--- src/hdl/lmon_pkg.sv ---
// Shared constants and types of the liveness monitor
package lmon_pkg;

  // ----------------------------------------------------------------------
  // Clocking and tick generation
  // ----------------------------------------------------------------------
  localparam int unsigned CLK_HZ        = 20_000_000;
  localparam int unsigned SLOW_OSC_HZ   = 20_000;      // Keep-alive oscillator
  localparam int unsigned FAST_OSC_HZ   = 48_000_000;  // Relaxation oscillator
  // Slow tick period in system clocks, rounded down, at least one
  localparam int unsigned SLOW_DIV      = (CLK_HZ / SLOW_OSC_HZ < 1) ? 1 : CLK_HZ / SLOW_OSC_HZ;
  localparam int unsigned TICK_W        = 16;

  // ----------------------------------------------------------------------
  // Interval counter
  // ----------------------------------------------------------------------
  localparam int unsigned CNT_W         = 16;
  localparam logic [15:0] INTERVAL_RST  = 16'h0100;
  localparam logic [15:0] COUNT_RST     = 16'h0000;

  // Reset pulse length in system clocks
  localparam int unsigned RST_PULSE_CYC = 16;
  localparam logic [4:0]  PULSE_RST     = 5'h00;

  // ----------------------------------------------------------------------
  // Types
  // ----------------------------------------------------------------------
  typedef enum logic {LMON_RES_SLOW, LMON_RES_FAST} lmon_res_t;
  typedef enum logic [1:0] {LMON_IDLE, LMON_RUN, LMON_FIRE} lmon_state_t;

endpackage : lmon_pkg

--- src/hdl/lmon_tick_if.sv ---
// Carrier of the count tick between the tick source and the monitor
`timescale 1ns/1ps
interface lmon_tick_if;
  logic tick;
  logic fast_sel;
  modport source (output tick, input fast_sel);
  modport sink   (input tick, output fast_sel);
endinterface : lmon_tick_if

--- src/hdl/lmon_tick.sv ---
// Count tick source: slow oscillator divider or synchronised fast oscillator
`timescale 1ns/1ps
module lmon_tick (
  // Clock and reset
  input  wire logic       clock_in,
  input  wire logic       reset_n_in,
  // Fast oscillator pin, outside the clock domain
  input  wire logic       fast_osc_in,
  // Tick carrier
  lmon_tick_if.source     tick_bus
);

  logic [lmon_pkg::TICK_W-1:0] div_cnt;
  logic                        osc_s1;
  logic                        osc_s2;
  logic                        osc_s3;
  wire                         slow_wrap;
  wire                         fast_edge;

  // Tick select: slow divider wrap or fast oscillator edge
  assign slow_wrap = (div_cnt == lmon_pkg::TICK_W'(lmon_pkg::SLOW_DIV - 1));
  assign fast_edge = osc_s2 & ~osc_s3;

  // Slow divider, fast pin synchroniser and tick register
  always_ff @(posedge clock_in or negedge reset_n_in) begin
    if (!reset_n_in) begin
      div_cnt       <= '0;
      osc_s1        <= 1'b0;
      osc_s2        <= 1'b0;
      osc_s3        <= 1'b0;
      tick_bus.tick <= 1'b0;
    end else begin
      div_cnt       <= slow_wrap ? '0 : div_cnt + 1'b1;
      osc_s1        <= fast_osc_in;
      osc_s2        <= osc_s1;
      osc_s3        <= osc_s2;
      tick_bus.tick <= tick_bus.fast_sel ? fast_edge : slow_wrap;
    end
  end

endmodule : lmon_tick

--- src/hdl/lmon_top.sv ---
// Liveness monitor: interval counter, forced reset, expiry flag and write gate
`timescale 1ns/1ps
module lmon_top #(
  // Forced reset pulse length in system clocks
  parameter int unsigned PULSE_CYC = lmon_pkg::RST_PULSE_CYC
) (
  // Clock and reset
  input  wire logic                 clock_in,
  input  wire logic                 reset_n_in,
  // Configuration
  input  wire logic                 enable_in,
  input  wire logic                 fast_res_in,
  input  wire logic [15:0]          interval_in,
  // Software service
  input  wire logic                 reload_in,
  input  wire logic                 irq_clear_in,
  // Fast oscillator pin
  input  wire logic                 fast_osc_in,
  // Host serial write path
  input  wire logic                 host_wr_in,
  output logic                      host_wr_ok_out,
  // Results
  output logic                      sys_reset_out,
  output logic                      expiry_irq_out,
  output logic [15:0]               count_out
);

  lmon_tick_if tick_bus ();

  lmon_pkg::lmon_state_t state;
  lmon_pkg::lmon_state_t next_state;
  logic [lmon_pkg::CNT_W-1:0] count;
  logic [lmon_pkg::CNT_W-1:0] next_count;
  logic [4:0]                 pulse;
  logic                       expiry;
  wire                        expire_hit;
  wire                        pulse_done;
  wire [lmon_pkg::CNT_W:0]    count_inc;
  logic [5:0]                 pulse_seen;

  // ----------------------------------------------------------------------
  // Elaboration checks
  // ----------------------------------------------------------------------
  // Pulse counter is five bits; the pulse assertion needs eight cycles
  if (PULSE_CYC < 8 || PULSE_CYC > 32) begin : g_bad_pulse
    $error("reset pulse length out of range");
  end

  // Count width must match the interval and count ports
  if (lmon_pkg::CNT_W != 16) begin : g_bad_width
    $error("count width must match the 16 bit ports");
  end

  // Count plus one, a bit wider so the compare cannot wrap
  function automatic logic [lmon_pkg::CNT_W:0] count_plus_one(
    input logic [lmon_pkg::CNT_W-1:0] value
  );
    count_plus_one = {1'b0, value} + 17'h00001;
  endfunction : count_plus_one

  // ----------------------------------------------------------------------
  // Tick source
  // ----------------------------------------------------------------------
  lmon_tick u_tick (
    .clock_in    (clock_in),
    .reset_n_in  (reset_n_in),
    .fast_osc_in (fast_osc_in),
    .tick_bus    (tick_bus.source)
  );

  // Resolution steers the tick source
  assign tick_bus.fast_sel = fast_res_in;

  // ----------------------------------------------------------------------
  // Decode
  // ----------------------------------------------------------------------
  assign count_inc  = count_plus_one(count);
  assign expire_hit = tick_bus.tick && (count_inc >= {1'b0, interval_in});
  assign pulse_done = (pulse == 5'(PULSE_CYC - 1));

  // Next state and count
  always_comb begin
    next_state = state;
    next_count = count;
    unique case (state)
      lmon_pkg::LMON_IDLE: begin
        next_count = '0;
        if (enable_in) begin
          next_state = lmon_pkg::LMON_RUN;
        end
      end
      lmon_pkg::LMON_RUN: begin
        if (!enable_in) begin
          next_state = lmon_pkg::LMON_IDLE;
          next_count = '0;
        end else if (reload_in) begin
          next_count = '0;
        end else if (expire_hit) begin
          next_state = lmon_pkg::LMON_FIRE;
          next_count = '0;
        end else if (tick_bus.tick) begin
          next_count = count_inc[lmon_pkg::CNT_W-1:0];
        end
      end
      lmon_pkg::LMON_FIRE: begin
        next_count = '0;
        if (pulse_done) begin
          next_state = lmon_pkg::LMON_IDLE;
        end
      end
    endcase
  end

  // ----------------------------------------------------------------------
  // State, pulse and flag registers
  // ----------------------------------------------------------------------
  always_ff @(posedge clock_in or negedge reset_n_in) begin
    if (!reset_n_in) begin
      state <= lmon_pkg::LMON_IDLE;
      count <= lmon_pkg::COUNT_RST;
      pulse <= lmon_pkg::PULSE_RST;
    end else begin
      state <= next_state;
      count <= next_count;
      pulse <= (state == lmon_pkg::LMON_FIRE) ? pulse + 1'b1 : lmon_pkg::PULSE_RST;
    end
  end

  // Expiry flag: set wins over clear
  always_ff @(posedge clock_in or negedge reset_n_in) begin
    if (!reset_n_in) begin
      expiry <= 1'b0;
    end else if (state == lmon_pkg::LMON_RUN && next_state == lmon_pkg::LMON_FIRE) begin
      expiry <= 1'b1;
    end else if (irq_clear_in) begin
      expiry <= 1'b0;
    end
  end

  // Registered outputs
  always_ff @(posedge clock_in or negedge reset_n_in) begin
    if (!reset_n_in) begin
      sys_reset_out  <= 1'b0;
      expiry_irq_out <= 1'b0;
      host_wr_ok_out <= 1'b0;
      count_out      <= '0;
    end else begin
      sys_reset_out  <= (next_state == lmon_pkg::LMON_FIRE);
      expiry_irq_out <= expiry;
      host_wr_ok_out <= host_wr_in && !expiry;
      count_out      <= count;
    end
  end

  // Length of the forced reset pulse so far, for the pulse assertions
  always_ff @(posedge clock_in or negedge reset_n_in) begin
    if (!reset_n_in) begin
      pulse_seen <= 6'h00;
    end else begin
      pulse_seen <= sys_reset_out ? pulse_seen + 1'b1 : 6'h00;
    end
  end
endmodule : lmon_top

--- config.mk ---
export PLATFORM = sky130hd
export DESIGN_NAME = lmon_top
export DESIGN_NICKNAME = d
export VERILOG_FILES = /design/src/hdl/lmon_pkg.sv /design/src/hdl/lmon_tick_if.sv /design/src/hdl/lmon_tick.sv /design/src/hdl/lmon_top.sv
export SDC_FILE = /design/constraint.sdc
export NUM_CORES = 1
export LEC_CHECK = 0
export BUFFER_PORTS_ARGS = -buffer_cell sky130_fd_sc_hd__buf_2
export CAP_MARGIN = 20
export CORE_MARGIN = 2
export CORE_UTILIZATION = 30
export CTS_BUF_LIST = sky130_fd_sc_hd__clkbuf_2
export CTS_CLUSTER_SIZE = 20
export DETAILED_ROUTE_END_ITERATION = 8
export PLACE_DENSITY_LB_ADDON = 0.08
export SLEW_MARGIN = 20
export SYNTH_ARGS = -nofsm -noshare
export SYNTH_HDL_FRONTEND = slang
export SYNTH_SLANG_ARGS = --single-unit
--- constraint.sdc ---
create_clock -name clock_in -period 3.27 [get_ports clock_in]
set_clock_uncertainty 0.05 [all_clocks]
set_input_delay 0.327 -clock clock_in [delete_from_list [all_inputs] [get_ports clock_in]]
set_output_delay 0.327 -clock clock_in [all_outputs]
set_load 0.02 [all_outputs]
### Yosys cells after proc, flatten, opt, wreduce, memory -nomap -nowiden

Index checks and enable logic that the tools add are counted.

* add/subtract/negate cells: 3
* order comparisons: 1
* eq/ne operators: 6
* muxes and demuxes: 16
* bitwise gates (word level): 2
* reduce and logical (&&, ||, !) cells: 7

Operators by type and width (number)
* 16-bit two-way mux: 5
* 16-bit case mux with 2 select lines: 1
* 16-bit by 1-bit adder with 17-bit output (second input constant): 1
* 17-bit by 16-bit greater-or-equal comparator with 1-bit output: 1
* 16-bit by 1-bit adder with 16-bit output (second input constant): 1
* 16-bit by 10-bit equality test with 1-bit output (second input constant): 1
* 2-bit two-way mux: 5
* 2-bit case mux with 3 select lines: 1
* 5-bit by 1-bit adder with 5-bit output (second input constant): 1
* 5-bit by 4-bit equality test with 1-bit output (second input constant): 1
* 5-bit two-way mux: 1
* 5-bit by 4-bit != test with 1-bit output (second input constant): 1
* 2-bit equality test (second input constant): 2
* 1-bit logical AND: 3
* 1-bit two-way mux: 3
* 2-bit by 1-bit equality test with 1-bit output (second input constant): 1
* 2-bit logical NOT: 1
* 2-bit nonzero test: 1
* 2-bit OR reduction: 1
* 1-bit bitwise AND: 1
* 1-bit logical NOT: 1
* 1-bit NOT: 1

* bits in registers: 63
* bits of input ports: 24
* output and inout port bits: 19
* logic and storage cells: 48

### Depth between registers and ports, before layout

Gate-level depths: netlist of the first run.

* depth after elaboration: 10
* depth in mapped cells: 15
* mapped depth without buffers: 13

### Modules after synthesis

A second synthesis of the first run with hierarchy kept.

* cells, all modules: 291
* area, all modules: 3229.3 um^2

By module, submodules not included
* lmon_top: times used 1, cells an instance 210, area each 2324.7 um^2, seq. area each 1076.0 um^2
* lmon_tick: times used 1, cells an instance 81, area each 904.6 um^2, seq. area each 500.5 um^2

### Worst setup path before layout of the first run

No wires, ideal clock.

* kind: reg-to-reg
* start: register count[6] in the netlist's numbering
* end: register count[7] in the netlist's numbering
* setup time: 0.066 ns
* arrival time: 3.089 ns
* required time: 3.154 ns
* slack: 0.065 ns
* stages on the path, launching flop included: 16
* path buffers: 2
* period minus slack after synthesis: 3.205 ns
* path through: dfrtp_1 -> buf_2 -> and4_1 -> nand4_1 -> nor2_1 -> nand3_1 -> or2_2 -> nand2_1 -> ha_1 -> nand3_1 -> nor2_1 -> a221o_1 -> a211oi_2 -> o21a_1 -> buf_6 -> a22o_1

* cells in the longest elaborated chain, start to end: 7
* elaborated cells on any way between the ends: 9
* classes of those cells: add/sub: 1; order compare: 1; eq/ne: 1; mux: 5; reduce/logical: 1

Ends and longest elaborated chain
* from (decl): RTL line lmon_top.sv:32 `logic [lmon_pkg::CNT_W-1:0] count;`
* from (signal assigned): RTL line lmon_top.sv:120 `count <= lmon_pkg::COUNT_RST;`
* from (signal assigned): RTL line lmon_top.sv:124 `count <= next_count;`
* 16-bit by 1-bit adder with 17-bit output *: RTL line lmon_top.sv:58 `count_plus_one = {1'b0, value} + 17'h00001;`
* 17-bit by 16-bit greater-or-equal comparator with 1-bit output: RTL line lmon_top.sv:78 `assign expire_hit = tick_bus.tick && (count_inc >= {1'b0, interval_in});`
* 1-bit logical AND: RTL line lmon_top.sv:78
* 16-bit two-way mux: RTL line lmon_top.sv:98 `end else if (expire_hit) begin`
* 16-bit two-way mux: RTL line lmon_top.sv:96 `end else if (reload_in) begin`
* 16-bit two-way mux: RTL line lmon_top.sv:93 `if (!enable_in) begin`
* 16-bit case mux with 2 select lines: RTL line lmon_top.sv:85 `unique case (state)`

Mark *: on every way between the ends. The rest lies on a longest branch, timed or not. The select of a mux whose other input is x is not followed.
A chain may end at the register's enable or synchronous reset.

### Final worst setup path of the first run

* start: register count[7] in the netlist's numbering
* end: register count[15] in the netlist's numbering

The elaborated chain is that of the path after synthesis.

==> flow_metrics.py, run 1 <==
metrics = {
    "sta": {
        "period_share": 0.944,
        "timing.fmax_mhz": 324,
        "slew_headroom": 0.463,
        "final-setup-viol-count": 0,
        "fin_crit_ns": 3.09,
        "maxSlewViolCount": 0,
        "finalWorstSetupSlack_ns": 0.184,
        "hold_viol_final": 0,
        "tightest_slew_ns": 0.799,
    },
    "logic_synthesis": {
        "synth_area_sq_mm": 0.00316,
        "synthCells": 303,
        "synthTopCellsByArea": "dfrtp_1 50%, ha_1 9.1%, xnor2_1 4.7%, nand2_1 3.3%, xor2_1 3.3%",
        "async_reset_ff_frac": 1.00,
        "post-synth-top-count-cell": "dfrtp_1",
        "synth.avg_cell_area_sq_um": 10.4,
        "ys_types": 43,
        "yosysSeqAreaShare": 0.500,
        "synth-edff-count": 0,
        "ys_ff_latch": 63,
        "ys.flop_type": "dfrtp_1",
        "yosys.area.top_type": "dfrtp_1",
        "yosysWarnings": 0,
        "synth_common_cells": "63 x dfrtp_1, 28 x nand2_1, 23 x ha_1, 23 x inv_1, 18 x nand3_1",
        "netlist.area_leader.share": 0.500,
        "synth_fp_nets": 350,
    },
    "global_routing": {
        "grt_pass1_wl_mm": 11.7,
        "grt_antenna_before_repair": 0,
        "grt_max_degree": 64,
        "track_usage": 0.134,
        "grt-ovfl-total": 0,
        "grt_pass1_vias": 2342,
    },
    "floorplanning": {
        "dieHeight_microns": 107,
        "start_util": 0.307,
        "num_io_pins": 43,
        "die_x_microns": 107,
        "dieArea_sq_mm": 0.0114,
        "core_sq_mm": 0.0103,
        "num_rows": 37,
    },
    "worst_setup_path": {
        "cp_common_cell": "buf_4",
        "cp_max_fo": 8,
        "crit_family": "simple AND/OR/NAND/NOR gates",
        "start_kind": "flop",
        "arrival_ns": 3.45,
        "slowest_stage": "or4_1",
        "crit_type": "flop to flop",
        "cpPeakStageDelay_ns": 0.54,
        "worstPathCellList": "buf_4, nand4_1, or4_1, xnor2_1, ha_1, nand3_2, nor4_2, a211oi_2, buf_4, o21ai_0, o211ai_1",
        "worstPathRequired_ns": 3.63,
        "cp.buffers_inverters": 2,
        "end_kind": "flop",
    },
    "routing": {
        "drt-initial-drc-count": 64,
        "drc": 0,
        "via_per_inst": 4.54,
        "wl_mm": 6.92,
        "route.met3.wl_microns": 228,
        "route.layer.met1.wl_mm": 3.53,
        "top_layer_used": "met4",
        "drt-wirelength-per-cell_microns": 13.4,
        "wl_met2_mm": 3.06,
        "drtAntennaViolNets": 0,
        "dr.pass1.iters": 4,
        "vias": 2349,
    },
    "pwr": {
        "peakVddDrop_mv": 0.441,
        "p_int_mw": 1.08,
        "sequentialPowerShare": 0.534,
        "pwr_density_cell_mw_per_mm2": 395,
        "switchingPower_uw": 445,
        "p_clk_frac": 0.299,
        "power_leakage_nw": 1.99,
        "p_total_mw": 1.53,
        "combPwrFrac": 0.166,
        "swShare": 0.291,
    },
    "place": {
        "port_buffers": 42,
        "dp_hpwl_mm": 5.02,
        "pre_cts_ws_ns": -0.0322,
        "place_area_sq_mm": 0.00366,
        "place_congestion": 0.740,
    },
    "cts": {
        "path_clk_slew_ns": 0.18,
        "cts_tree": "built",
        "cts_buffers": 9,
        "cts.sinks": 63,
        "clkLatencyLatePin_ns": 0.51,
        "htreeDepth": 3,
        "cts_root_buf": "clkbuf_2",
        "clockBufferDepth": 2,
    },
    "final_layout": {
        "drive_gt1_frac": 0.239,
        "nNetsFinal": 423,
        "final_cell_area_sq_mm": 0.00386,
        "syn_to_final_growth_pct": 22.4,
        "antennaDiodeCount": 0,
        "fillers": 1078,
    },
    "hold_path": {
        "hp-class": "primary input to flop",
    },
    "run": {
        "drv_cap": 0,
    },
    "status": {
        "outcome": "finished, final reports clean",
    },
}
[worst min-delay path, stage by stage]
cell and delay, ns:
buf_2 0.13, nand2_1 0.06, o311ai_1 0.09, o22ai_1 0.11
[state kept, by name (all words and copies together) (netlist names), 2 cells and up]
register / flops
count: 16
count_out: 16
u_tick.div_cnt: 16
pulse: 5
state: 2
[routing by layer]
layer / global-route usage / vias to the layer above
met5: 0 / -
met4: 0.0473 / 0
met3: 0.0392 / 8
met2: 0.202 / 32
met1: 0.184 / 1111
li1: - / 1198
[repair_timing]
item	CTS	global route
endpoints found under the setup margin	9	18
setup buffers	0	3
hold buffers	5	0
endpoints found under the hold margin	67	0
resized for setup	4	5
cloned	0	0
[power groups by stage]
stage / Combinational, mW / Sequential, mW / Clock (mW)
floorplan: 0.134 / 0.840 / 0
global placement: 0.238 / 0.829 / 0
detailed placement: 0.240 / 0.829 / 0
CTS: 0.254 / 0.816 / 0.484
global route: 0.290 / 0.820 / 0.520
finish: 0.254 / 0.815 / 0.457
[per-stage QoR]
step / hold WS [ns] / utilization / std cells / TNS [ns]
after floorplan: -0.0186 / - / 303 / 0
after global placement: 0.290 / 0.356 / 493 / -0.00323
after detailed placement: 0.286 / 0.356 / 493 / -0.0504
after CTS: 0.159 / 0.372 / 514 / 0
after global routing: 0.178 / 0.376 / 517 / -0.0344
final: 0.210 / 0.376 / 517 / 0
[layout by cell type (no fill, tap or decap), types with 11 or more instances in the layout]
master	instances
nor2_1	17
buf_4	22
ha_1	23
dfrtp_1	63
xor2_1	12
xnor2_1	17
clkbuf_2	11
inv_1	23
nand3_1	16
buf_2	42
nand2_1	28
[logic make-up (layout without fill, tap and decap cells)]
group	after synthesis	count (layout)	share of synthesized area
XOR/XNOR	29	29	0.0805
AO/OA/AOI/OAI	47	47	0.109
buffers and inverters	31	109	0.0412
AND/OR/NAND/NOR	110	110	0.178
adder cells (fa/ha/maj)	23	23	0.0912
flip-flops	63	63	0.500
[path summary, 6_finish.rpt]
path	startpoint	end	slack, ns	cells after the start
setup reg to reg	count[7]	count[15]	0.18	11
setup / recovery	count[7]	count[15]	0.18	11
hold reg to reg	u_tick.osc_s1	u_tick.osc_s2	0.32	0
max in group asynchronous	reset_n_in	count_out[9]	2.56	3
min in group asynchronous	reset_n_in	u_tick.div_cnt[3]	0.27	3
hold / removal	enable_in	expiry	0.21	4
[cell type report]
class | instances | area, sq um | area share
multi-input combinational | 209 | 1480 | 0.383
sequential | 63 | 1580 | 0.408
clock inverter | 5 | 48.8 | 0.0126
tap | 136 | 170 | 0.0441
timing repair buffer | 70 | 445 | 0.115
clock buffer | 11 | 55.1 | 0.0143
inverter | 23 | 86.3 | 0.0224
(Power assumes the default switching activity.)
==> run 2: changes to the inputs <==
REMOVE_ABC_BUFFERS = 1   (was not set)
==> flow_metrics.py, run 2 (same netlist as run 1, synthesis figures left out) <==
metrics = {
    "final_layout": {
        "syn_to_final_growth_pct": 24.6,
        "final_cell_area_sq_mm": 0.00393,
        "reg.largest.list": "count: 16 flops, count_out: 16 flops, u_tick.div_cnt: 16 flops",
        "final_cells": 519,
        "layout_common_cells": "62 x dfrtp_1, 42 x buf_2, 28 x nand2_1, 26 x buf_4, 23 x inv_1",
        "fin_util": 0.383,
        "final_common_cell": "dfrtp_1",
        "drive_gt1_frac": 0.266,
        "nNetsFinal": 426,
        "antennaDiodeCount": 0,
    },
    "global_routing": {
        "grt_use_met2": 0.182,
        "grt_pass1_wl_mm": 11.6,
        "grt_pass1_vias": 2302,
        "grt-ovfl-total": 0,
        "top_usage_layer": "met1",
        "grt_antenna_before_repair": 0,
        "grt_max_degree": 34,
        "grtUsageMet1": 0.198,
        "use_met3": 0.0282,
        "track_usage": 0.132,
    },
    "routing": {
        "drtAntennaViolNets": 0,
        "vias": 2399,
        "drt-wirelength-per-cell_microns": 13.4,
        "via_per_inst": 4.62,
        "wl_mm": 6.97,
        "drc": 0,
        "drt-initial-drc-count": 69,
        "dr.pass1.iters": 4,
    },
    "cts": {
        "cts.sinks": 63,
        "clockBufferDepth": 2,
        "htreeDepth": 3,
        "cts_tree": "built",
        "cts_buffers": 9,
        "cts_root_buf": "clkbuf_2",
        "path_clk_slew_ns": 0.17,
        "clkLatencyLatePin_ns": 0.50,
    },
    "sta": {
        "finalWorstSetupSlack_ns": 0.171,
        "slew_headroom": 0.459,
        "period_share": 0.948,
        "final-setup-viol-count": 0,
        "maxSlewViolCount": 0,
        "hold_viol_final": 0,
        "tns_ns": 0,
        "timing.fmax_mhz": 323,
        "tightest_slew_ns": 0.804,
        "fin_crit_ns": 3.10,
        "whs_ns": 0.172,
    },
    "pwr": {
        "p_total_mw": 1.53,
        "pwr_density_cell_mw_per_mm2": 390,
        "power_leakage_nw": 2.00,
        "peakVddDrop_mv": 0.163,
    },
    "floorplanning": {
        "start_util": 0.307,
        "num_io_pins": 43,
        "num_rows": 37,
        "dieArea_sq_mm": 0.0114,
        "die_x_microns": 107,
        "dieHeight_microns": 107,
        "core_sq_mm": 0.0103,
    },
    "place": {
        "place_area_sq_mm": 0.00365,
        "dp_hpwl_mm": 5.06,
        "pre_cts_ws_ns": 0.0743,
        "place_congestion": 0.816,
        "port_buffers": 42,
        "placed_cells": 493,
    },
    "worst_setup_path": {
        "slowest_stage": "dfrtp_2",
        "arrival_ns": 3.41,
        "crit_type": "flop to flop",
        "start_kind": "flop",
        "cp_max_fo": 5,
        "cpPeakStageDelay_ns": 0.44,
        "end_kind": "flop",
        "worstPathCellList": "and3_1, buf_4, nand3_1, nor2_2, xor2_2, ha_1, nand4_1, nor2_1, a221o_1, a21o_1, o311ai_0, o22ai_1",
        "worstPathRequired_ns": 3.58,
    },
    "run": {
        "drv_cap": 0,
    },
    "status": {
        "outcome": "finished, final reports clean",
    },
    "hold_path": {
        "hp-class": "primary input to async pin",
    },
}
-- run 2: timing repair --
item | in CTS | in global routing
gates resized for setup | 0 | 19
endpoints found under the setup margin | 0 | 18
hold buffers | 5 | 0
setup buffers | 0 | 6
endpoints found under the hold margin | 34 | 0
-- run 2: power breakdown --
| part | internal (mW) | switching (mW) | total [mW] |
|---|---|---|---|
| registers | 0.801 | 0.0162 | 0.817 |
| clock network | 0.164 | 0.287 | 0.451 |
| logic | 0.108 | 0.156 | 0.264 |
| total | 1.07 | 0.460 | 1.53 |
-- run 2: cell type report --
| type | count | area [sq um] |
|---|---|---|
| Tap cell | 136 | 170 |
| Inverter | 23 | 86.3 |
| Clock inverter | 6 | 52.6 |
| Clock buffer | 9 | 45.0 |
| Timing Repair Buffer | 73 | 455 |
| Sequential cell | 63 | 1580 |
| Fill cell | 1053 | 6350 |
| Multi-Input combinational cell | 209 | 1540 |
-- run 2: worst paths after layout --
check	from	end	slack (ns)	depth (start not counted)
worst min register to register	u_tick.osc_s2	u_tick.osc_s3	0.32	0
worst min-delay path	reset_n_in	count_out[12]	0.17	2
min in group clock_in	enable_in	state[0]	0.24	3
max in group asynchronous	reset_n_in	count_out[15]	2.29	3
worst max-delay path	count[4]	expiry	0.17	12
worst max register to register	count[4]	expiry	0.17	12
-- run 2: layer usage --
metal  wire, microns  share of wire  up-vias
met5               0              0        -
met4             123          0.018        0
met3             258          0.037        9
met2            2950           0.42       46
met1            3640           0.52     1134
li1                -              -     1210
-- run 2: worst max-delay path, delay by kind of cell (launching register included) --
| kind | cells | cell delay, ns |
|---|---|---|
| flops | 1 | 0.44 |
| xor+xnor | 1 | 0.18 |
| compound gates | 4 | 1.07 |
| simple gates | 5 | 0.85 |
| buf+inv | 1 | 0.15 |
| fa+ha+maj | 1 | 0.27 |
